File: src/gtc_defines.svh
// Purpose: Offsets, fields, reset values and codes of the guard timer
// Assumes: 8-bit AXI4-Lite byte addresses, 32-bit data
// Notes: Definitions only
`ifndef GTC_DEFINES_SVH
`define GTC_DEFINES_SVH

// ==================================================
// Register byte offsets
`define GTC_OFS_CTRL 8'h00
`define GTC_OFS_IRQ_STATUS 8'h04
`define GTC_OFS_IRQ_MASK 8'h08
`define GTC_OFS_COUNT 8'h0c

// ==================================================
// Control register fields
`define GTC_PRE_MSB 7
`define GTC_PRE_LSB 4
`define GTC_RESP_BIT 3
`define GTC_FLAG_BIT 2
`define GTC_RUN_BIT 1
`define GTC_UNLOCK_BIT 0

// ==================================================
// Reset values
`define GTC_CTRL_RST 8'h72
`define GTC_MASK_RST 1'h0

// ==================================================
// Prescale codes and timing
`define GTC_PRE_MAX 4'h7
`define GTC_PRE_AUTO 4'h8
`define GTC_PRE_DL 4'h9
`define GTC_COUNT_FULL 16'hffff

// ==================================================
// Bus answers
`define GTC_RESP_OKAY 2'h0
`define GTC_RESP_SLVERR 2'h2

`endif

File: src/gtc_pkg.sv
// Purpose: Types shared by the guard timer files
// Assumes: Nothing beyond the defines header
// Notes: Types only
package gtc_pkg;

    // ==================================================
    // Control register image
    typedef struct packed {
        logic [3:0] pre;
        logic resp;
        logic flag;
        logic run;
        logic unlock;
    } gtc_ctrl_t;

    // ==================================================
    // Latched write request
    typedef struct packed {
        logic [7:0] addr;
        logic [31:0] data;
        logic [3:0] strb;
    } gtc_wr_t;

endpackage : gtc_pkg

File: src/gtc_tick_sync.sv
// Purpose: Bring the slow input clock into aclk as a one-cycle tick
// Assumes: aclk far faster than the input clock
// Notes: Tick marks each rising edge of the input clock
`timescale 1ns/1ps

module gtc_tick_sync (
    input wire logic aclk,
    input wire logic aresetn,
    input wire logic input_clock,
    output logic tick
);

    logic sync1_q;
    logic sync1_d;
    logic sync2_q;
    logic sync2_d;
    logic prev_q;
    logic prev_d;

    // ==================================================
    // Two-stage synchroniser, edge seen after stage two only
    always_comb
    begin
        sync1_d = input_clock;
        sync2_d = sync1_q;
        prev_d = sync2_q;
    end

    always_ff @(posedge aclk)
    begin
        if (!aresetn)
        begin
            sync1_q <= 1'b0;
            sync2_q <= 1'b0;
            prev_q <= 1'b0;
        end
        else
        begin
            sync1_q <= sync1_d;
            sync2_q <= sync2_d;
            prev_q <= prev_d;
        end
    end

    assign tick = sync2_q && !prev_q;

endmodule : gtc_tick_sync

File: src/gtc_guard_timer_control.sv
// Purpose: Guard timer with protected control register over AXI4-Lite
// Assumes: aresetn is the external pin reset; aclk 10 MHz
// Notes: Reset requests are one-cycle pulses for the system reset logic
//
// Overview of operation
// - Code 1000 resets the system at once
// - Code 1001 resets into serial download
// - Response clear: expiry resets the system
// - Response set: expiry raises an interrupt
// - Any timeout sets the status flag
// - Flag clears by zero write or pin reset
// - Watchdog reset leaves the flag alone
// - Setting run enables and clears counter; resets set
// - Each run write restarts the timeout
// - Writing run zero stops all timeouts
// - 16-bit counter on input clock, 2^pre*512
// - Control write only right after unlock
`timescale 1ns/1ps
`include "gtc_defines.svh"

module gtc_guard_timer_control (
    input wire logic aclk,
    input wire logic aresetn,
    input wire logic [7:0] awaddr,
    input wire logic [2:0] awprot,
    input wire logic awvalid,
    output logic awready,
    input wire logic [31:0] wdata,
    input wire logic [3:0] wstrb,
    input wire logic wvalid,
    output logic wready,
    output logic [1:0] bresp,
    output logic bvalid,
    input wire logic bready,
    input wire logic [7:0] araddr,
    input wire logic [2:0] arprot,
    input wire logic arvalid,
    output logic arready,
    output logic [31:0] rdata,
    output logic [1:0] rresp,
    output logic rvalid,
    input wire logic rready,
    input wire logic input_clock,
    output logic irq,
    output logic system_reset_req,
    output logic download_reset_req
);

    // ==================================================
    // Bus slave state
    logic aw_free_q, aw_free_d, w_free_q, w_free_d;
    logic ar_free_q, ar_free_d;
    logic bvalid_q, bvalid_d, rvalid_q, rvalid_d;
    logic [1:0] bresp_q, bresp_d, rresp_q, rresp_d;
    logic [31:0] rdata_q, rdata_d;
    gtc_pkg::gtc_wr_t wr_q, wr_d;
    logic wr_do;

    // ==================================================
    // Timer state
    gtc_pkg::gtc_ctrl_t ctrl_q, ctrl_d, ctrl_wr;
    logic [15:0] count_q, count_d, limit;
    logic sts_q, sts_d, mask_q, mask_d;
    logic irq_q, irq_d, sysrst_q, sysrst_d, dlrst_q, dlrst_d;
    logic tick, expire, wr_ctrl, accept, sel_ok;

    gtc_tick_sync u_tick (
        .aclk(aclk),
        .aresetn(aresetn),
        .input_clock(input_clock),
        .tick(tick)
    );

    // ==================================================
    // Write channel: address and data in either order
    assign wr_do = !aw_free_q && !w_free_q && !bvalid_q;
    assign wr_ctrl = wr_do && (wr_q.addr == `GTC_OFS_CTRL) && wr_q.strb[0];
    assign accept = wr_ctrl && ctrl_q.unlock;
    assign ctrl_wr = gtc_pkg::gtc_ctrl_t'(wr_q.data[7:0]);

    always_comb
    begin
        aw_free_d = aw_free_q;
        w_free_d = w_free_q;
        bvalid_d = bvalid_q;
        bresp_d = bresp_q;
        wr_d = wr_q;
        if (awvalid && aw_free_q)
        begin
            aw_free_d = 1'b0;
            wr_d.addr = awaddr;
        end
        if (wvalid && w_free_q)
        begin
            w_free_d = 1'b0;
            wr_d.data = wdata;
            wr_d.strb = wstrb;
        end
        if (wr_do)
        begin
            aw_free_d = 1'b1;
            w_free_d = 1'b1;
            bvalid_d = 1'b1;
            bresp_d = `GTC_RESP_SLVERR;
            if (wr_q.addr == `GTC_OFS_CTRL || wr_q.addr == `GTC_OFS_IRQ_STATUS
                || wr_q.addr == `GTC_OFS_IRQ_MASK || wr_q.addr == `GTC_OFS_COUNT)
            begin
                bresp_d = `GTC_RESP_OKAY;
            end
        end
        else if (bvalid_q && bready)
        begin
            bvalid_d = 1'b0;
        end
    end

    // ==================================================
    // Read channel
    always_comb
    begin
        ar_free_d = ar_free_q;
        rvalid_d = rvalid_q;
        rdata_d = rdata_q;
        rresp_d = rresp_q;
        if (arvalid && ar_free_q)
        begin
            ar_free_d = 1'b0;
            rvalid_d = 1'b1;
            rresp_d = `GTC_RESP_OKAY;
            case (araddr)
                `GTC_OFS_CTRL: rdata_d = {24'h000000, ctrl_q};
                `GTC_OFS_IRQ_STATUS: rdata_d = {31'h00000000, sts_q};
                `GTC_OFS_IRQ_MASK: rdata_d = {31'h00000000, mask_q};
                `GTC_OFS_COUNT: rdata_d = {16'h0000, count_q};
                default:
                begin
                    rdata_d = 32'h00000000;
                    rresp_d = `GTC_RESP_SLVERR;
                end
            endcase
        end
        else if (rvalid_q && rready)
        begin
            rvalid_d = 1'b0;
            ar_free_d = 1'b1;
        end
    end

    // ==================================================
    // Timeout detection
    // Only codes 0..7 can expire; invalid codes still count but never time out
    assign sel_ok = ctrl_q.pre <= `GTC_PRE_MAX;
    assign limit = `GTC_COUNT_FULL >> (3'd7 - ctrl_q.pre[2:0]);
    assign expire = ctrl_q.run && sel_ok && tick && (count_q == limit);

    // ==================================================
    // Control, counter, interrupt and reset requests
    always_comb
    begin
        ctrl_d = ctrl_q;
        count_d = count_q;
        sts_d = sts_q;
        mask_d = mask_q;
        sysrst_d = 1'b0;
        dlrst_d = 1'b0;
        if (wr_do)
        begin
            // Any other write breaks the unlock sequence
            ctrl_d.unlock = 1'b0;
        end
        if (wr_ctrl && !ctrl_q.unlock && ctrl_wr.unlock)
        begin
            ctrl_d.unlock = 1'b1;
        end
        if (ctrl_q.run && tick)
        begin
            count_d = expire ? 16'h0000 : count_q + 16'h0001;
        end
        if (accept)
        begin
            ctrl_d.pre = ctrl_wr.pre;
            ctrl_d.resp = ctrl_wr.resp;
            ctrl_d.run = ctrl_wr.run;
            if (!ctrl_wr.flag)
            begin
                ctrl_d.flag = 1'b0;
            end
            if (ctrl_wr.run)
            begin
                count_d = 16'h0000;
            end
            if (ctrl_wr.pre == `GTC_PRE_AUTO)
            begin
                sysrst_d = 1'b1;
                ctrl_d.flag = 1'b1;
            end
            if (ctrl_wr.pre == `GTC_PRE_DL)
            begin
                dlrst_d = 1'b1;
                ctrl_d.flag = 1'b1;
            end
        end
        if (wr_do && wr_q.addr == `GTC_OFS_IRQ_MASK && wr_q.strb[0])
        begin
            mask_d = wr_q.data[0];
        end
        if (wr_do && wr_q.addr == `GTC_OFS_IRQ_STATUS && wr_q.strb[0] && wr_q.data[0])
        begin
            sts_d = 1'b0;
        end
        // Set wins over a clear in the same cycle
        if (expire)
        begin
            ctrl_d.flag = 1'b1;
            if (ctrl_q.resp)
            begin
                sts_d = 1'b1;
            end
            else
            begin
                sysrst_d = 1'b1;
            end
        end
        irq_d = sts_d && mask_d;
    end

    // ==================================================
    // Registers; only the pin reset clears them
    always_ff @(posedge aclk)
    begin
        if (!aresetn)
        begin
            aw_free_q <= 1'b1;
            w_free_q <= 1'b1;
            ar_free_q <= 1'b1;
            bvalid_q <= 1'b0;
            rvalid_q <= 1'b0;
            bresp_q <= `GTC_RESP_OKAY;
            rresp_q <= `GTC_RESP_OKAY;
            rdata_q <= 32'h00000000;
            wr_q <= '0;
            ctrl_q <= gtc_pkg::gtc_ctrl_t'(`GTC_CTRL_RST);
            count_q <= 16'h0000;
            sts_q <= 1'b0;
            mask_q <= `GTC_MASK_RST;
            irq_q <= 1'b0;
            sysrst_q <= 1'b0;
            dlrst_q <= 1'b0;
        end
        else
        begin
            aw_free_q <= aw_free_d;
            w_free_q <= w_free_d;
            ar_free_q <= ar_free_d;
            bvalid_q <= bvalid_d;
            rvalid_q <= rvalid_d;
            bresp_q <= bresp_d;
            rresp_q <= rresp_d;
            rdata_q <= rdata_d;
            wr_q <= wr_d;
            ctrl_q <= ctrl_d;
            count_q <= count_d;
            sts_q <= sts_d;
            mask_q <= mask_d;
            irq_q <= irq_d;
            sysrst_q <= sysrst_d;
            dlrst_q <= dlrst_d;
        end
    end

    assign awready = aw_free_q;
    assign wready = w_free_q;
    assign bvalid = bvalid_q;
    assign bresp = bresp_q;
    assign arready = ar_free_q;
    assign rvalid = rvalid_q;
    assign rdata = rdata_q;
    assign rresp = rresp_q;
    assign irq = irq_q;
    assign system_reset_req = sysrst_q;
    assign download_reset_req = dlrst_q;
endmodule : gtc_guard_timer_control

File: config.mk
export PLATFORM = sky130hd
export DESIGN_NAME = gtc_guard_timer_control
export DESIGN_NICKNAME = d
export VERILOG_FILES = /design/src/gtc_pkg.sv /design/src/gtc_tick_sync.sv /design/src/gtc_guard_timer_control.sv
export VERILOG_INCLUDE_DIRS = /design/src
export SDC_FILE = /design/constraint.sdc
export NUM_CORES = 1
export LEC_CHECK = 0
export ABC_AREA = 1
export ABC_CLOCK_PERIOD_IN_PS = 4160
export BUFFER_PORTS_ARGS = -buffer_cell sky130_fd_sc_hd__buf_2
export CAP_MARGIN = 10
export CORE_UTILIZATION = 54
export CTS_BUF_LIST = sky130_fd_sc_hd__clkbuf_16
export DETAILED_ROUTE_END_ITERATION = 10
export PLACE_DENSITY = 0.84
export SKIP_CTS_REPAIR_TIMING = 1
export SYNTH_ARGS = -nofsm -noshare
export SYNTH_HDL_FRONTEND = slang
export SYNTH_SLANG_ARGS = --single-unit
export TNS_END_PERCENT = 50
File: constraint.sdc
create_clock -name aclk -period 4.16 [get_ports aclk]
set_clock_uncertainty 0.05 [all_clocks]
set_input_delay 1.04 -clock aclk [delete_from_list [all_inputs] [get_ports aclk]]
set_output_delay 1.04 -clock aclk [all_outputs]
set_load 0.01 [all_outputs]
Word-level counts from Yosys, hierarchy flattened --
Index checks and enable logic that the tools add are counted.
Storage, ports and cells: bits in registers 90, input port bits 66, output and inout port bits 44, logic and storage cells 110
Cells by class: add/sub/neg operators 2, $lt $le $gt $ge 1, equality and inequality tests 10, shift-type cells 1, mux-type cells 29, bitwise operators 1, reduce and logical (&&, ||, !) cells 41
Operator list (number):
- 16-bit two-way mux | 4
- 16-bit case mux with 4 select lines | 1
- 8-bit by 4-bit equality test with 1-bit output, second input constant | 4
- 1-bit logical AND | 23
- 1-bit two-way mux | 21
- 16-bit by 1-bit adder with 16-bit output, second input constant | 1
- 16-bit equality test | 1
- 8-bit by 3-bit equality test with 1-bit output, second input constant | 2
- 8-bit logical NOT | 2
- 16-bit by 3-bit >> shifter with 16-bit output, first input constant | 1
- 4-bit equality test, second input constant | 2
- 2-bit nonzero test | 4
- 2-bit two-way mux | 3
- 1-bit logical NOT | 5
- 4-bit by 3-bit <= comparator with 1-bit output, second input constant | 1
- 4-bit by 1-bit inequality test with 1-bit output, second input constant | 1
- 2-bit AND reduction | 2
- 4-bit OR reduction | 1
- 1-bit logical OR | 3
- 3-bit subtractor, first input constant | 1
- 2-bit OR reduction | 1
- 1-bit inverter | 1

Depth between registers and ports, before layout --
depth in word-level cells 10, mapped depth 12, depth with buffers taken out 11

Modules after synthesis --
From an unflattened synthesis, not the netlist that was laid out.
Unflattened totals: cells, all modules 463, area total of the unflattened synthesis 3305.7 um^2
Modules (own cells, without submodules):
- gtc_guard_timer_control | instances 1, cells an instance 452, area each 3213.1 um^2, sequential area each 1381.3 um^2
- gtc_tick_sync | instances 1, cells an instance 11, area each 92.6 um^2, sequential area each 60.1 um^2

Worst setup path after synthesis --
OpenSTA, ideal clock, no wires.
path kind input to register, start point in araddr[1], end point reg rdata_q[10], in the netlist rdata[10], arrival time 1.954 ns, slack 2.086 ns, stages 7, path through nor2_1 inv_1 nor3_1 nand2_1 nor2_1 nand2_1 a21oi_1
Between the ends: cells in the longest elaborated chain, start to end 2, elaborated cells between the ends (all ways) 5
RTL lines:
- start, declared | line gtc_guard_timer_control.sv:35 | input wire logic [7:0] araddr,
- 8-bit by 4-bit equality test with 1-bit output (tied with other cells) | line gtc_guard_timer_control.sv:130 | case (araddr)
- 16-bit case mux with 4 select lines (*) | line gtc_guard_timer_control.sv:130
- end signal, assigned | line gtc_guard_timer_control.sv:259 | rdata_q <= rdata_d;
- end, declared | line gtc_guard_timer_control.sv:55 | logic [31:0] rdata_q, rdata_d;
Every way passes the cells marked *; elsewhere a longest branch is shown, timed or not. A chain may end at the register's enable or synchronous reset.

Worst setup path after layout --
start point in aresetn, end point reg aw_free_q, in the netlist awready
Between the ends: cells in the longest elaborated chain, start to end 2
RTL lines:
- start, declared | line gtc_guard_timer_control.sv:23 | input wire logic aresetn,
- 1-bit inverter (no line)
- 2-bit OR reduction (no line)
- end signal, assigned | line gtc_guard_timer_control.sv:252 | aw_free_q <= aw_free_d;
- end, declared | line gtc_guard_timer_control.sv:51 | logic aw_free_q, aw_free_d, w_free_q, w_free_d;
No other way between the ends.

==> out/metrics.yaml <==
clocking:
  cts_root_buf: "clkbuf_16"
  cts_tree: "built"
  path_clk_slew_ns: 0.06
  cts_buffers: 9
  cts.sinks: 72
  clk_latency_ns: 0.33
  cts.htree.levels: 3
  ctsLongestPathBuffers: 2
power:
  power_switching_uw: 358.9
  p_int_mw: 1.203
  p_leak_nw: 1.795
  pwr-share-clk: 0.471
  ir_drop_v: 0.0003923
  power_density_nw_per_um2: 399.3
  p_comb_frac: 0.065
  swShare: 0.2297
  p_seq_frac: 0.464
finish:
  fill_cells: 524
  drive_gt1_frac: 0.1578
  finalNetCount: 608
  area_delta_synth_final_pct: 16.12
  final_cell_mix: "nand2_1 (113), dfxtp_1 (72), nor2_1 (70)"
  layout.cells.non_filler: 620
  n_antenna_cell: 0
  final_common_cell: "nand2_1"
  multi_input_area_um2: 1564
  regArea_um2: 1441
setup_path:
  worstSetupEndpointType: "flip-flop"
  worstPathRequired_ns: 4.31
  crit_chain: "buf_2 -> inv_1 -> nor2_1 -> o21ai_0"
  worstPathArrival_ns: 2.36
  crit_path_start: "aresetn"
  critPathKind: "primary input to flip-flop"
  crit_fanout: 32
  cp_top_family: "buffers and inverters"
  crit_buf_inv: 2
  cp-start-kind: "primary input"
  max_stage_delay_ns: 0.47
  r2r_start: "ctrl_q[6]$_SDFFE_PN1N_"
  cp_slowest_cell: "inv_1"
sta:
  worstMarginPinSlew_ns: 0.7489
  rsz0062_at_grt: "false"
  final-setup-viol-count: 0
  tns_ns: 0
  slew_headroom: 0.5002
  hold_viol: 0
  final_max_slew_viol_count: 0
  fin_crit_ns: 2.208
  period_share: 0.5309
  fmax_mhz: 452.8
global_route:
  overflow: 0
  grt_pass1_wl_um: 11460
  grt_pass1_vias: 2681
  antenna_found_initial: 0
  grt_max_degree: 33
  track_usage: 0.2315
synth:
  synth-async-reset-ratio: 0
  synth_flop_cell: "dfxtp_1"
  syn_area_um2: 3369
  yosysWarnings: 0
  synth_edf_count: 0
  ys_ff_latch: 72
  syn_area_per_cell_um2: 6.962
  synth_cell_types: 27
  syn_inst: 484
  ys_seq_area_frac: 0.4278
routing:
  highest_layer: "met4"
  met3_length_um: 383
  viasPerCell: 4.982
  drtIter0Drc: 145
  remaining_drc_errors: 0
  dr.pass1.iters: 5
  met1_length_um: 3045
  postRouteAntennaNets: 0
  num_vias: 3089
  wl_met2_um: 3438
  wl_per_cell_um: 11.33
  totalWireLength_um: 7027
placed_design:
  gp_congestion: 0.9102
  port_buffers: 58
  dp.cells: 605
  dp.final_hpwl_um: 5132
floorplan:
  die_area_um2: 6559
  core_um2: 5956
  die_w_um: 80.99
  die_h_um: 80.99
  placementRows: 28
  io_pins: 110
  initial_core_util: 0.5658
min_path:
  min_path_type: "flip-flop to flip-flop"
  holdCritStartpoint: "u_tick.sync1_q$_SDFF_PN0_"
run_status:
  status: "finished, final reports clean"
job:
  drv_cap: 0
synth_stat cells (3+ instances only):
cell / n / area [um2]
a21oi_1: 28 / 140.1
buf_4: 19 / 142.6
clkbuf_1: 9 / 33.78
dfxtp_1: 72 / 1441
inv_1: 63 / 236.5
nand2_1: 113 / 424.2
nand3_1: 26 / 130.1
nand4_1: 6 / 37.54
nor2_1: 70 / 262.8
nor2_2: 4 / 25.02
nor2_4: 3 / 33.78
nor3_1: 6 / 30.03
o21ai_0: 37 / 185.2
xor2_1: 11 / 96.34
final cells by class:
| cell class | instances | share of cell area |
|---|---|---|
| Sequential cell | 72 | 0.3684 |
| Clock inverter | 6 | 0.01567 |
| Inverter | 63 | 0.06044 |
| Tap cell | 75 | 0.02398 |
| Clock buffer | 9 | 0.05756 |
| Multi-Input combinational cell | 337 | 0.3997 |
| Timing Repair Buffer | 58 | 0.07419 |
worst reg2reg max path, cell delays in order (launching register included):
cell	delay [ns]
dfxtp_1	0.56
inv_1	0.20
nand2_1	0.10
nand3_1	0.07
nor2_1	0.14
inv_1	0.07
nor2_2	0.13
nand2_2	0.09
nand2_4	0.18
nor2_1	0.07
worst paths after layout:
check        depth (start not counted)  slack [ns]                  endpoint
max                                  4        1.95      awready$_SDFFE_PP1P_
min                                  2        0.37  u_tick.prev_d$_SDFF_PN0_
max reg2reg                          9        2.38     count_q[0]$_SDFF_PN0_
min reg2reg                          2        0.37  u_tick.prev_d$_SDFF_PN0_
power groups by stage:
stage,combinational (mW),clock (mW),sequential (mW)
after floorplan,0.0811,0,0.740
after global placement,0.0991,0,0.739
after detailed placement,0.102,0,0.740
after CTS,0.103,0.746,0.725
after global routing,0.119,0.778,0.727
final,0.102,0.735,0.725
cells by family after synthesis:
| logic type | Yosys count | share of synthesized area |
|---|---|---|
| XOR/XNOR | 12 | 0.03119 |
| AND/OR/NAND/NOR | 236 | 0.3012 |
| adder cells (fa/ha/maj) | 1 | 0.003713 |
| AO/OA/AOI/OAI | 70 | 0.1081 |
| other | 1 | 0.001113 |
| flip-flops | 72 | 0.4278 |
| buffers and inverters | 92 | 0.1270 |
state kept, by name, indices dropped and copies added, names as in the netlist, 8 cells and up:
name	flops
count_q	16
ctrl_q	8
ctrl_wr	8
rdata	16
wr_q	9
through the flow:
| stage | utilization | hold slack, ns | cell area, um2 | power, mW | setup WS [ns] |
|---|---|---|---|---|---|
| after floorplan | - | 0.3405 | 3433 | 0.8210 | 2.086 |
| after global placement | 0.6088 | 0.3622 | 3626 | 0.8378 | 1.651 |
| after detailed placement | 0.6088 | 0.3645 | 3626 | 0.8422 | 1.626 |
| after CTS | 0.6569 | 0.3776 | 3913 | 1.573 | 1.977 |
| after global routing | 0.6569 | 0.3849 | 3913 | 1.624 | 1.740 |
| final | 0.6569 | 0.3734 | 3913 | 1.562 | 1.952 |
layer usage:
| metal | up-vias | global-route usage |
|---|---|---|
| met5 | - | 0 |
| met4 | 0 | 0.1018 |
| met3 | 13 | 0.06742 |
| met2 | 97 | 0.4101 |
| met1 | 1375 | 0.2550 |
| li1 | 1604 | - |
Note: power is estimated with default switching activity, not from simulation.
